[src/include/tx_regs_pkg.sv]
// Constants and types shared by the transmit register bank
package tx_regs_pkg;
    // Register indices; byte address on the bus is four times the index
    localparam logic [6:0] IDX_APPEND = 7'h03;
    localparam logic [6:0] IDX_TX_CONTROL = 7'h53;
    localparam logic [6:0] IDX_PAUSE_HIGH = 7'h55;
    localparam logic [6:0] IDX_PAUSE_LOW = 7'h56;
    localparam logic [6:0] IDX_END_HIGH = 7'h57;
    localparam logic [6:0] IDX_END_LOW = 7'h58;
    localparam logic [6:0] IDX_START_HIGH = 7'h59;
    localparam logic [6:0] IDX_START_LOW = 7'h5a;
    localparam logic [6:0] IDX_FRAME_KIND = 7'h5c;
    localparam logic [6:0] IDX_WIRE_HIGH = 7'h5d;
    localparam logic [6:0] IDX_WIRE_LOW = 7'h5e;
    localparam logic [6:0] IDX_ABORT_FLAGS = 7'h5f;

    // Bus address split: word index sits above the byte lane bits
    localparam int ADDR_IDX_LSB = 2;
    localparam int ADDR_IDX_MSB = 8;

    // Reset values and the append pointer step
    localparam logic [7:0] RESET_BYTE = 8'h00;
    localparam logic [15:0] RESET_POINTER = 16'h0000;
    localparam logic [3:0] RESET_KIND = 4'h0;
    localparam logic [15:0] POINTER_STEP = 16'h0001;

    // Transmit control bit positions
    localparam int CTRL_GO_BIT = 0;
    localparam int CTRL_BACKPRESSURE_BIT = 2;
    localparam int CTRL_PAUSE_BIT = 3;

    // Frame kind flags, low nibble of the top status register
    localparam int KIND_VLAN_BIT = 3;
    localparam int KIND_BACKPRESSURE_BIT = 2;
    localparam int KIND_PAUSE_BIT = 1;
    localparam int KIND_CONTROL_BIT = 0;

    // Abort and delay flags
    localparam int ABORT_UNDERRUN_BIT = 7;
    localparam int ABORT_OVERSIZE_BIT = 6;
    localparam int ABORT_LATE_COLL_BIT = 5;
    localparam int ABORT_EXCESS_COLL_BIT = 4;
    localparam int ABORT_EXCESS_DEFER_BIT = 3;
    localparam int ABORT_DEFER_BIT = 2;
    localparam int ABORT_BROADCAST_BIT = 1;
    localparam int ABORT_MULTICAST_BIT = 0;

    // Pause quantum unit in bit times; only the raw quantum goes to the MAC
    localparam int PAUSE_UNIT_BIT_TIMES = 512;

    // AHB transfer type bit that marks NONSEQ or SEQ
    localparam int HTRANS_ACTIVE_BIT = 1;
    localparam logic HRESP_OKAY = 1'b0;

    typedef enum logic [0:0] {
        TX_IDLE = 1'b0,
        TX_BUSY = 1'b1
    } tx_state_e;
endpackage

[src/design/tx_regs.sv]
// Transmit buffer pointers, pause quantum and transmit status registers on AHB-Lite
//
// Contract
// RULE_01: Pause quantum is sixteen bits from host read/write high and low byte registers.
// RULE_02: Pause quantum counts units of 512 bit times inside the sent PAUSE packet.
// RULE_03: Host starts each packet at buffer address zero; start pointer holds that start. Code advances it by one on each append instead.
// RULE_04: Device keeps a split end pointer naming the last byte added.
// RULE_05: Each write to the append port adds exactly one byte to the buffer.
// RULE_06: Each append sets the end pointer to the address being written.
// RULE_07: Top status register holds vector bits 51..48 low; upper nibble reads zero.
// RULE_08: Status bit 3 reports length/type 0x8100; zero means it was.
// RULE_09: Status bit 2 set when back pressure was applied during last transmission.
// RULE_10: Status bit 1 set only for a valid PAUSE control frame.
// RULE_11: Status bit 0 set when last frame was a control frame.
// RULE_12: Sixteen-bit wire byte total, collided bytes included, high then low register.
// RULE_13: Abort register holds vector bits 31..24; bit 7 marks under-run abort.
// RULE_14: Abort bit 6 set for oversized frame abort, clear otherwise.
// RULE_15: Abort bit 5 set for a collision after the collision window.
// RULE_16: Abort bit 4 set after sixteen or more collisions, clear otherwise.
// RULE_17: Abort bit 3 set when deferral exceeded the long limit.
// RULE_18: Abort bit 2 set when sent after short delay; clear if none or aborted.
// RULE_19: Abort bit 1 set when last packet had a broadcast destination.
// RULE_20: Abort bit 0 set when last packet had a multicast destination.
// RULE_21: Writing one to go bit starts sending the buffered packet.
// RULE_22: Pause packet bit makes the device send PAUSE without reading the buffer.
// RULE_23: Each append also advances the start pointer.
// RULE_24: All status fields are captured together at attempt end and then held.
`timescale 1ns/1ps
module tx_regs
    import tx_regs_pkg::*;
(
    input wire logic hclk,
    input wire logic hresetn,
    input wire logic ce,
    // AHB-Lite slave side
    input wire logic hsel,
    input wire logic [31:0] haddr,
    input wire logic [1:0] htrans,
    input wire logic hwrite,
    input wire logic [2:0] hsize,
    input wire logic [31:0] hwdata,
    input wire logic hready,
    output logic [31:0] hrdata,
    output logic hreadyout,
    output logic hresp,
    // MAC status levels, valid with the done pulse
    input wire logic mac_tx_done,
    input wire logic mac_vlan_frame,
    input wire logic mac_backpressure_used,
    input wire logic mac_pause_frame,
    input wire logic mac_control_frame,
    input wire logic [15:0] mac_wire_bytes,
    input wire logic mac_underrun,
    input wire logic mac_oversize,
    input wire logic mac_late_collision,
    input wire logic mac_excess_collision,
    input wire logic mac_excess_deferral,
    input wire logic mac_deferred,
    input wire logic mac_broadcast,
    input wire logic mac_multicast,
    // Buffer write port and transmit requests
    output logic buf_write,
    output logic [15:0] buf_addr,
    output logic [7:0] buf_data,
    output logic send_go_bit,
    output logic pause_packet_request,
    output logic backpressure_request,
    output logic [15:0] pause_quantum
);

    ////////////////////////////////////////////////////////////////////////////
    // State

    typedef struct packed {
        // Host-written bytes and pointers
        logic [7:0] pause_quantum_high;
        logic [7:0] pause_quantum_low;
        logic [15:0] start_pointer;
        logic [15:0] end_pointer;
        // Transmit control and captured status
        logic pause_sel;
        logic backpressure_sel;
        tx_state_e tx_state;
        logic [3:0] frame_kind;
        logic [15:0] wire_bytes;
        logic [7:0] abort_flags;
        // Write address held over for its data phase
        logic wr_pending;
        logic [6:0] wr_index;
        logic wr_valid;
        logic [31:0] rdata;
        logic ready;
        logic resp;
        // Registered copies of the outputs
        logic buf_write;
        logic [15:0] buf_addr;
        logic [7:0] buf_data;
        logic go;
        logic pause_req;
        logic bp_req;
    } regs_s;

    regs_s s;
    regs_s next_s;

    // Word index of a bus address; misaligned or out-of-range reads as unmapped
    function automatic logic [7:0] decode_index(input logic [31:0] addr);
        logic mapped;
        mapped = (addr[31:ADDR_IDX_MSB + 1] == '0) && (addr[ADDR_IDX_LSB - 1:0] == '0);
        decode_index = {mapped, addr[ADDR_IDX_MSB:ADDR_IDX_LSB]};
    endfunction

    // Byte seen by a read at the given index
    function automatic logic [7:0] read_byte(input regs_s r, input logic [6:0] idx);
        logic [7:0] v;
        v = RESET_BYTE;
        unique case (idx)
            // Go is a strobe and reads back as zero
            IDX_TX_CONTROL: begin
                v[CTRL_PAUSE_BIT] = r.pause_sel;
                v[CTRL_BACKPRESSURE_BIT] = r.backpressure_sel;
            end
            IDX_PAUSE_HIGH: v = r.pause_quantum_high; // [RULE_01]
            IDX_PAUSE_LOW: v = r.pause_quantum_low; // [RULE_01]
            IDX_END_HIGH: v = r.end_pointer[15:8]; // [RULE_04]
            IDX_END_LOW: v = r.end_pointer[7:0]; // [RULE_04]
            IDX_START_HIGH: v = r.start_pointer[15:8];
            IDX_START_LOW: v = r.start_pointer[7:0];
            IDX_FRAME_KIND: v = {4'h0, r.frame_kind}; // [RULE_07]
            IDX_WIRE_HIGH: v = r.wire_bytes[15:8]; // [RULE_12]
            IDX_WIRE_LOW: v = r.wire_bytes[7:0]; // [RULE_12]
            IDX_ABORT_FLAGS: v = r.abort_flags; // [RULE_13]
            default: v = RESET_BYTE;
        endcase
        read_byte = v;
    endfunction

    ////////////////////////////////////////////////////////////////////////////
    // Next state

    // Write data phase is applied before the read mux, so a read right behind
    // a write sees the new value without a wait state
    always_comb begin
        logic [7:0] dec;
        logic [7:0] wbyte;
        logic aborted;
        dec = decode_index(haddr);
        wbyte = hwdata[7:0];
        aborted = 1'b0;
        // Hold everything unless a rule below moves it
        next_s = s;
        // Strobes last one cycle; the bus never stalls
        next_s.buf_write = 1'b0;
        next_s.go = 1'b0;
        next_s.ready = 1'b1;
        next_s.resp = HRESP_OKAY;

        // Data phase of a pending write
        if (s.wr_pending && s.wr_valid) begin
            unique case (s.wr_index)
                IDX_APPEND: begin
                    next_s.buf_write = 1'b1; // [RULE_05]
                    next_s.buf_addr = s.start_pointer;
                    next_s.buf_data = wbyte;
                    next_s.end_pointer = s.start_pointer; // [RULE_06]
                    next_s.start_pointer = s.start_pointer + POINTER_STEP; // [RULE_23]
                end
                IDX_TX_CONTROL: begin
                    next_s.pause_sel = wbyte[CTRL_PAUSE_BIT];
                    next_s.backpressure_sel = wbyte[CTRL_BACKPRESSURE_BIT];
                    // Go while a send is running is dropped; the MAC has one job
                    if (wbyte[CTRL_GO_BIT] && s.tx_state == TX_IDLE) begin
                        next_s.go = 1'b1; // [RULE_21]
                        next_s.pause_req = wbyte[CTRL_PAUSE_BIT]; // [RULE_22]
                        next_s.bp_req = wbyte[CTRL_BACKPRESSURE_BIT];
                        next_s.tx_state = TX_BUSY;
                    end
                end
                IDX_PAUSE_HIGH: next_s.pause_quantum_high = wbyte; // [RULE_01]
                IDX_PAUSE_LOW: next_s.pause_quantum_low = wbyte; // [RULE_01]
                // Host may also set the pointers by hand
                IDX_END_HIGH: next_s.end_pointer[15:8] = wbyte;
                IDX_END_LOW: next_s.end_pointer[7:0] = wbyte;
                IDX_START_HIGH: next_s.start_pointer[15:8] = wbyte; // [RULE_03]
                IDX_START_LOW: next_s.start_pointer[7:0] = wbyte; // [RULE_03]
                default: ;
            endcase
        end

        // Transmission end: capture every status field at once and hold it
        if (mac_tx_done && s.tx_state == TX_BUSY) begin
            next_s.tx_state = TX_IDLE;
            next_s.pause_req = 1'b0;
            next_s.bp_req = 1'b0;
            next_s.frame_kind[KIND_VLAN_BIT] = !mac_vlan_frame; // [RULE_08] [RULE_24]
            next_s.frame_kind[KIND_BACKPRESSURE_BIT] = mac_backpressure_used; // [RULE_09]
            next_s.frame_kind[KIND_PAUSE_BIT] = mac_pause_frame && mac_control_frame; // [RULE_10]
            next_s.frame_kind[KIND_CONTROL_BIT] = mac_control_frame; // [RULE_11]
            next_s.wire_bytes = mac_wire_bytes; // [RULE_12]
            // Any abort clears the plain delay flag
            aborted = mac_underrun || mac_oversize || mac_late_collision
                || mac_excess_collision || mac_excess_deferral;
            next_s.abort_flags[ABORT_UNDERRUN_BIT] = mac_underrun; // [RULE_13]
            next_s.abort_flags[ABORT_OVERSIZE_BIT] = mac_oversize; // [RULE_14]
            next_s.abort_flags[ABORT_LATE_COLL_BIT] = mac_late_collision; // [RULE_15]
            next_s.abort_flags[ABORT_EXCESS_COLL_BIT] = mac_excess_collision; // [RULE_16]
            next_s.abort_flags[ABORT_EXCESS_DEFER_BIT] = mac_excess_deferral; // [RULE_17]
            next_s.abort_flags[ABORT_DEFER_BIT] = mac_deferred && !aborted; // [RULE_18]
            next_s.abort_flags[ABORT_BROADCAST_BIT] = mac_broadcast; // [RULE_19]
            next_s.abort_flags[ABORT_MULTICAST_BIT] = mac_multicast; // [RULE_20]
        end

        // Address phase
        next_s.wr_pending = 1'b0;
        if (hsel && htrans[HTRANS_ACTIVE_BIT] && hready) begin
            next_s.wr_pending = hwrite;
            next_s.wr_index = dec[6:0];
            next_s.wr_valid = dec[7];
            next_s.rdata = '0;
            // Unmapped or misaligned words read zero
            if (!hwrite && dec[7]) begin
                next_s.rdata = {24'h00_0000, read_byte(next_s, dec[6:0])};
            end
        end
    end

    ////////////////////////////////////////////////////////////////////////////
    // Registers

    // Clock enable low freezes everything, bus answer included
    always_ff @(posedge hclk or negedge hresetn) begin
        if (!hresetn) begin
            s <= '{
                pause_quantum_high: RESET_BYTE,
                pause_quantum_low: RESET_BYTE,
                start_pointer: RESET_POINTER,
                end_pointer: RESET_POINTER,
                pause_sel: 1'b0,
                backpressure_sel: 1'b0,
                tx_state: TX_IDLE,
                frame_kind: RESET_KIND,
                wire_bytes: RESET_POINTER,
                abort_flags: RESET_BYTE,
                wr_pending: 1'b0,
                wr_index: '0,
                wr_valid: 1'b0,
                rdata: '0,
                ready: 1'b1,
                resp: HRESP_OKAY,
                buf_write: 1'b0,
                buf_addr: RESET_POINTER,
                buf_data: RESET_BYTE,
                go: 1'b0,
                pause_req: 1'b0,
                bp_req: 1'b0
            };
        end else if (ce) begin
            s <= next_s;
        end
    end

    // Outputs straight from the state flops
    assign hrdata = s.rdata;
    assign hreadyout = s.ready;
    assign hresp = s.resp;

    // Buffer port
    assign buf_write = s.buf_write;
    assign buf_addr = s.buf_addr;
    assign buf_data = s.buf_data;

    // Transmit requests
    assign send_go_bit = s.go;
    assign pause_packet_request = s.pause_req;
    assign backpressure_request = s.bp_req;
    // Quantum goes to the MAC raw; it scales by the unit of PAUSE_UNIT_BIT_TIMES
    assign pause_quantum = {s.pause_quantum_high, s.pause_quantum_low}; // [RULE_02]

    // Address-phase decodes for the checks below
    logic append_addr_phase;
    logic pq_high_addr_phase;
    logic go_addr_phase;
    assign append_addr_phase = hsel && htrans[HTRANS_ACTIVE_BIT] && hready && hwrite
        && decode_index(haddr) == {1'b1, IDX_APPEND};
    assign pq_high_addr_phase = hsel && htrans[HTRANS_ACTIVE_BIT] && hready && hwrite
        && decode_index(haddr) == {1'b1, IDX_PAUSE_HIGH};
    assign go_addr_phase = hsel && htrans[HTRANS_ACTIVE_BIT] && hready && hwrite
        && decode_index(haddr) == {1'b1, IDX_TX_CONTROL} && s.tx_state == TX_IDLE;
endmodule // tx_regs

[config.mk]
export PLATFORM = sky130hd
export DESIGN_NAME = tx_regs
export DESIGN_NICKNAME = d
export VERILOG_FILES = /design/src/include/tx_regs_pkg.sv /design/src/design/tx_regs.sv
export SDC_FILE = /design/constraint.sdc
export NUM_CORES = 1
export LEC_CHECK = 0
export BUFFER_PORTS_ARGS = -buffer_cell sky130_fd_sc_hd__buf_2
export CORE_ASPECT_RATIO = 0.8
export CORE_MARGIN = 3
export CORE_UTILIZATION = 50
export DETAILED_ROUTE_END_ITERATION = 10
export PLACE_DENSITY = 0.74
export SETUP_SLACK_MARGIN = 0.02
export SKIP_CTS_REPAIR_TIMING = 1
export SLEW_MARGIN = 10
export SYNTH_ARGS = -nofsm -noshare
export SYNTH_HDL_FRONTEND = slang
export SYNTH_SLANG_ARGS = --single-unit
[constraint.sdc]
create_clock -name hclk -period 4 [get_ports hclk]
set_clock_uncertainty 0.05 [all_clocks]
set_input_delay 0.8 -clock hclk [delete_from_list [all_inputs] [get_ports hclk]]
set_output_delay 0.8 -clock hclk [all_outputs]
set_load 0.03 [all_outputs]
==> results list, run 1 <==
- The synthesized design contains 0 enable-type register cells.
* Residual antenna-violating net count after detailed routing: 0
- Placement Rows: 39
* Most frequent cells in the layout: sky130_fd_sc_hd__buf_2 (126), sky130_fd_sc_hd__dfrtp_1 (124), sky130_fd_sc_hd__mux2_2 (77)
- On the final layout, the worst hold slack is 0.270 ns.
- Post-Place Setup Slack: 0.865 ns
* Overall die height: ~120 um
* Worst Tran Pin Value: about 0.83 ns
- Maximum VDD drop: 0.317 mV
- 182 I/O pins were placed.
- The path class of the tightest hold or removal check is input pin to asynchronous set/reset pin.
- The tree built by TritonCTS fans out to 124 sinks.
- For this run, asynchronously set or reset flops after synthesis account for 1.00.
* Filler instances: ~1,200
- Fmax: roughly 340 MHz
- Root buffer cell: sky130_fd_sc_hd__clkbuf_16
* Area overhead of the layout relative to synthesis: 11.5%
- Of the cells placed in the final design, the portion with a size suffix greater than 1 is 0.324.
- Sequential-to-total area share from yosys stat: 0.414
* Final count of hold timing violations: 0
- The mapped netlist covers roughly 0.0075 mm^2.
* Count of mapped cells out of synthesis: 759
- TritonCTS clock tree: built
- Port buffering added 127 buffers.
- In this run, synthesis produced a sequential element count of 124.
- STA classifies the critical path endpoint as a register.
- The pre-antenna-repair detailed-routing pass consisted of 5 iterations.
- The number of clock buffers added by TritonCTS is 17.
* Dpl hpwl: around 15,000 um
- Total track usage: 0.251
- Total via count in the routed design: between 6,000 and 7,000
* Final weighted congestion in routability-driven placement: 0.967
* Setup Viol. Count Final: 0
* RSZ-0062 raised after global routing: no
- Deepest level of the CTS H-tree: 4
- First-pass GRT wire length: 31,800 um
- The first routing iteration left 583 violations.
- The clock reaches the later pin of the worst-skew pair after 0.42 ns.
* Final worst path period need: 2.92 ns
- Required time at the endpoint of the critical path: 4.22 ns
- The tool flagged a number of max-cap violations equal to 0.
* Max Slew Vio Count: 0
- Net count of the finished layout: 915
- The worst path meets setup with 1.08 ns of slack.
- The critical path in this run is classified as register to register.
- The number of global-route vias before repair is about 5,700.
- Crit share post-route: 0.730
- For this run, the leading register cell type out of synthesis is sky130_fd_sc_hd__dfrtp_1.
* Cell leakage power: 3.93 nW
- The core region is 0.0145 mm^2.
- Post-DR vias/cell: 6.11
- For this configuration, the core starts out at a cell density of 0.517.
- Setup TNS Final: 0 ns
- The clock passes through at most 2 buffers.
- In this run the tightest slew margin relative to its limit is 0.446.
- Number of diodes: 0
- Routed length per instance: about 20 um
* Total instance count after detailed placement: 975
- Global routing finished with a remaining overflow of 0.
- Post-layout instance count excluding filler cells: 1,006
* Data arrival time of the critical path: 3.14 ns
- Wires add up to 20,600 um.
* Residual DRC count: 0
* Clock transition time at the flip-flop clock pins of the worst setup and hold paths: about 0.060 ns
- In this run the worst path has a maximum fanout of 7.
- Post-synth cell types: around 70
* Run status: completed
- In this run the mean area of a mapped cell was 9.87 um^2.
* Ratio of total power to cell area: 420 mW/mm^2
- The die covers 0.0165 mm^2.
- Number of antenna violations at the first check in global routing: 0
* Pin count of the biggest net entering global routing: 93
- The library cell used most frequently in the layout, excluding fill and tap cells, is sky130_fd_sc_hd__buf_2.
* Crit path launch type: register
- The die is 143 um wide.
- Count of synthesis-stage warnings from yosys: 0
cells in the mapped netlist, types with 5 or more instances:
library cell | number | area, um^2
sky130_fd_sc_hd__dfrtp_1 | 124 | 3100
sky130_fd_sc_hd__buf_4 | 78 | 586
sky130_fd_sc_hd__mux2_2 | 77 | 867
sky130_fd_sc_hd__nand2_1 | 62 | 233
sky130_fd_sc_hd__nor2_1 | 45 | 169
sky130_fd_sc_hd__a21oi_1 | 42 | 210
sky130_fd_sc_hd__o21ai_0 | 38 | 190
sky130_fd_sc_hd__clkbuf_1 | 29 | 109
sky130_fd_sc_hd__a22o_1 | 22 | 193
sky130_fd_sc_hd__nand3_1 | 20 | 100
sky130_fd_sc_hd__mux2i_1 | 19 | 190
sky130_fd_sc_hd__a22oi_1 | 17 | 128
sky130_fd_sc_hd__buf_2 | 15 | 75.1
sky130_fd_sc_hd__a31oi_1 | 13 | 81.3
sky130_fd_sc_hd__nand4_1 | 10 | 62.6
sky130_fd_sc_hd__inv_1 | 9 | 33.8
sky130_fd_sc_hd__mux4_2 | 8 | 180
sky130_fd_sc_hd__nor3_1 | 8 | 40.0
sky130_fd_sc_hd__nor4_1 | 8 | 50.1
sky130_fd_sc_hd__o22ai_1 | 8 | 50.1
sky130_fd_sc_hd__and2_1 | 7 | 43.8
sky130_fd_sc_hd__and3_1 | 6 | 37.5
sky130_fd_sc_hd__a221oi_1 | 5 | 43.8
sky130_fd_sc_hd__a32oi_1 | 5 | 43.8
sky130_fd_sc_hd__nand2b_1 | 5 | 31.3
sky130_fd_sc_hd__o21ai_1 | 5 | 25.0
sky130_fd_sc_hd__or3_1 | 5 | 31.3
worst paths after layout:
kind                              startpoint            to  slack, ns  cells after the start
worst min-delay path                 hresetn   buf_data[3]       0.27                      1
min in group hclk               buf_addr[14]  buf_addr[14]       0.42                      2
worst min register to register  buf_addr[14]  buf_addr[14]       0.42                      2
worst max register to register         s[63]     hrdata[4]       1.08                      7
max in group asynchronous            hresetn         s[88]       2.79                      2
worst max-delay path                   s[63]     hrdata[4]       1.08                      7
cell families after synthesis:
family / Yosys count / share of synthesized area
AOI/OAI and AO/OA: 178 / 0.155
xor gates and xnor gates: 1 / 0.00117
adders and majority gates: 2 / 0.00300
buffers and inverters: 137 / 0.113
DFF: 124 / 0.414
muxes: 105 / 0.167
other: 2 / 0.00100
and+or+nand+nor: 210 / 0.147
metal layers:
layer,GRT usage,part of all wire
met1,0.372,0.44
met2,0.360,0.43
met3,0.0722,0.11
met4,0.0697,0.018
met5,0,0
stage by stage:
| step | utilization | cell area (um^2) | total power [mW] |
|---|---|---|---|
| after floorplan | - | 7580 | 1.72 |
| after global placement | 0.533 | 7720 | 1.85 |
| after detailed placement | 0.533 | 7720 | 1.86 |
| after CTS | 0.577 | 8360 | 3.51 |
| after global routing | 0.577 | 8360 | 3.63 |
| final | 0.577 | 8360 | 3.51 |
critical path, stage by stage, from the launching register on:
cell and delay [ns]:
sky130_fd_sc_hd__dfrtp_1 0.45, sky130_fd_sc_hd__nor3b_1 0.71, sky130_fd_sc_hd__and2_1 0.31, sky130_fd_sc_hd__o21ai_1 0.24
sky130_fd_sc_hd__a221oi_1 0.54, sky130_fd_sc_hd__o22ai_1 0.13, sky130_fd_sc_hd__a21oi_1 0.21, sky130_fd_sc_hd__a32oi_1 0.13
flip-flops by register name, indices dropped and copies added, names as in the netlist:
register              flops
backpressure_request      1
buf_addr                 16
buf_data                  8
buf_write                 1
hrdata                    8
pause_packet_request      1
pause_quantum            16
s                        72
send_go_bit               1
power by group:
group / leakage [nW] / internal, mW / switching, mW
clock network: 0.312 / 1.09 / 0.569
logic: 1.99 / 0.155 / 0.251
registers: 1.63 / 1.33 / 0.118
final cells by class:
| cell class | instances | area, um^2 | share of cell area |
|---|---|---|---|
| timing repair buffer | 136 | 718 | 0.0860 |
| inverter | 9 | 33.8 | 0.00404 |
| multi-input combinational | 522 | 3640 | 0.435 |
| tap | 184 | 230 | 0.0276 |
| clock inverter | 11 | 165 | 0.0198 |
| clock buffer | 20 | 467 | 0.0559 |
| sequential | 124 | 3100 | 0.371 |
Note: power is estimated with default switching activity, not from simulation.
==> run 2: changes to the inputs <==
==> constraint.sdc (replaced) <==
create_clock -name hclk -period 2.78 [get_ports hclk]
set_clock_uncertainty 0.05 [all_clocks]
set_input_delay 0.556 -clock hclk [delete_from_list [all_inputs] [get_ports hclk]]
set_output_delay 0.556 -clock hclk [all_outputs]
set_load 0.03 [all_outputs]
==> run 2 against run 1 <==
  * Count of clock-buffer cells in the layout up 3
  * Utilization up 1.6 points
  * Highest routed layer unchanged
  * Global-route usage up 0.89 points
  * Final cell count up 3.2%
  * Die area unchanged
  * Sequential power up 43%
==> results list, run 2 (synthesis gave the netlist of run 1 again) <==
- In this run the critical register-to-register path is launched from s[68].
- Setup Viol. Count Final: 0
- The tool flagged a number of max-cap violations equal to 0.
- X dimension of the die: 143 um
- Fmax: 403 MHz
- Excluding fillers, the count of instances in the completed layout stands at 1,038.
* RSZ-0062 raised after global routing: no
- Number of cells traversed by the worst register-to-register path: 7
- Most Crowded Layer GR: met1
- Met1 track demand over resource in global routing: 0.385
- Global Route met2 Usage: 0.361
- The internal power of the cells totals 3.73 mW.
- Following the worst setup path forward leads to its endpoint at hrdata[4].
- Core Footprint: roughly 0.014 mm^2
* Part of the power in registers: 0.406
- Gate power share: 0.130
* Required time at the endpoint of the critical path: 3.01 ns
- Crit path launch type: register
- Port buffering added 127 buffers.
- First-pass GRT wire length: ~33,000 um
- In this run the power spent charging and discharging nets is 1.34 mW.
- Number of diodes: 0
- Overall die height: 116 um
- Residual antenna-violating net count after detailed routing: 0
* Slew HR: 0.546
- The number of endpoints with negative hold slack in the final report came to 0.
- Total overflow reported by the global router: 0
- Dpl hpwl: 15,500 um
* Final weighted congestion in routability-driven placement: 0.969
- Maximum count of clock buffers along a single path: 2
- For the worst-skew pair, the clock arrives at the later sink with an insertion delay of 0.43 ns.
- STA puts the critical path data arrival time at between 2 and 3 ns.
- TritonCTS built the clock tree.
- The initialized floorplan defines 39 standard-cell rows.
* Origin of the worst setup path: s[68]
- Setup TNS Final: 0 ns
* Register with the highest flop count: s
* Ratio of total power to cell area: 590 mW/mm^2
- Worst r2r dst: hrdata[4]
- Maximum VDD drop: 0.451 mV
- Placement Cell Area: roughly 0.0080 mm^2
- The critical path is of the register to register type.
* Most frequent cells in the layout: sky130_fd_sc_hd__buf_2 (126), sky130_fd_sc_hd__dfrtp_1 (124), sky130_fd_sc_hd__mux2_2 (77)
- Final worst path period need: roughly 2.5 ns
- Post-DR vias/cell: 6.09
- Fill cells in the final layout number 1,237.
- Switching Share: 0.265
- Pin count of the biggest net entering global routing: 47
- Detailed routing inserted a total of about 6,300 vias.
- Net count of the finished layout: 948
- Vias in the first global route: 5,931
- Root buffer cell: sky130_fd_sc_hd__clkbuf_16
- Run status: completed
* Residual DRC count: 0
- Number of antenna violations at the first check in global routing: 0
- The die covers 0.0165 mm^2.
- Wires add up to 20,900 um.
- Clock sink count: 124
- In this run the register-to-register setup slack is 0.30 ns.
- Worst hold path class: input pin to asynchronous set/reset pin
- Before antenna repair, the detailed router went through 6 iterations.
* Kind of capture point of the worst setup path: register
- Post-route core utilization: 0.593
- Crit share post-route: 0.894
- After detailed placement, the design holds a cell count of 1,008.
- Count of pins on the block boundary: about 180
- Of all nets on the critical path, the largest fanout is 6.
- In this run the static leakage power is 4.08 nW.
- For this run, global-route usage on met3 was measured as 0.0813.
* Layout cells sized above 1: 0.345
* Share of total power in the clock network: 0.463
- Dividing the detail-routed wire length by the instance count gives 20.1 um.
* Iteration-0 DRC count of the detailed router: ~710
* Area overhead of the layout relative to synthesis: 14.6%
* Worst Tran Pin Value: 0.674 ns
* Most frequent standard cell in the layout excluding fill and tap cells: sky130_fd_sc_hd__buf_2
- The number of slew-limit violations in the final report is 0.
* Final standard cell area without fillers: roughly 0.0086 mm^2
- Clock transition time at the flip-flop clock pins of the worst setup and hold paths: 0.06 ns
- Number of flip-flops in the largest register: 72
* Initial cell density of the core: 0.517
- Buffers inserted during clock tree synthesis total 17.
- Total track usage: 0.260
- Deepest level of the CTS H-tree: 4
## run 2: cell types whose count changed in the layout (fill, tap and decap cells not counted), sizes merged
cell / delta
clkbuf: +3
clkinv: -3
inv: -1
buf: +33
## run 2: how the worst min path moves through the flow
| stage | slack [ns] | startpoint | cells after the start | to |
|---|---|---|---|---|
| 2_1_floorplan | 0.21 | hresetn | 0 | backpressure_request |
| 3_3_place_gp | 0.41 | buf_data[3] | 2 | buf_data[3] |
| 3_5_place_dp | 0.42 | buf_data[2] | 2 | buf_data[2] |
| 4_1_cts | 0.08 | hresetn | 1 | buf_addr[9] |
| 5_1_grt | 0.10 | hresetn | 1 | buf_addr[9] |
| 6_report | 0.06 | hresetn | 1 | buf_addr[9] |
## run 2: layout make-up
class	count	area [um^2]	area share
Sequential cell	124	3100	0.361
Timing Repair Buffer	169	966	0.112
Tap cell	184	230	0.0268
Multi-Input combinational cell	522	3640	0.424
Clock buffer	23	478	0.0557
Inverter	9	33.8	0.00393
Clock inverter	7	138	0.0160
## run 2: critical path, cell delays in order, from the launching register on
cell                       delay [ns]
sky130_fd_sc_hd__dfrtp_1         0.44
sky130_fd_sc_hd__and4b_1         0.42
sky130_fd_sc_hd__and2_1          0.22
sky130_fd_sc_hd__o21ai_1         0.20
sky130_fd_sc_hd__a221oi_1        0.55
sky130_fd_sc_hd__o22ai_1         0.14
sky130_fd_sc_hd__a21oi_1         0.18
sky130_fd_sc_hd__a32oi_1         0.13
## run 2: routing by layer
metal,vias up,wire length [um]
li1,2850,-
met1,3056,9150
met2,377,8800
met3,42,2510
met4,0,419
met5,-,0
## run 2: per-stage QoR
| stage | power [mW] | hold slack [ns] | worst slack, ns |
|---|---|---|---|
| CTS | 5.07 | 0.0790 | 0.328 |
| global placement | 2.72 | 0.409 | 0.130 |
| floorplan | 2.48 | 0.210 | 0.507 |
| global route | 5.25 | 0.102 | 0.134 |
| finish | 5.07 | 0.0647 | 0.296 |
| detailed placement | 2.73 | 0.418 | 0.113 |
## run 2: power by group through the flow
stage | Sequential, mW | Clock [mW] | Combinational (mW)
after floorplan | 2.02 | 0 | 0.460
after global placement | 2.08 | 0 | 0.643
after detailed placement | 2.08 | 0 | 0.647
after CTS | 2.05 | 2.37 | 0.654
after global routing | 2.07 | 2.46 | 0.722
final | 2.06 | 2.35 | 0.661
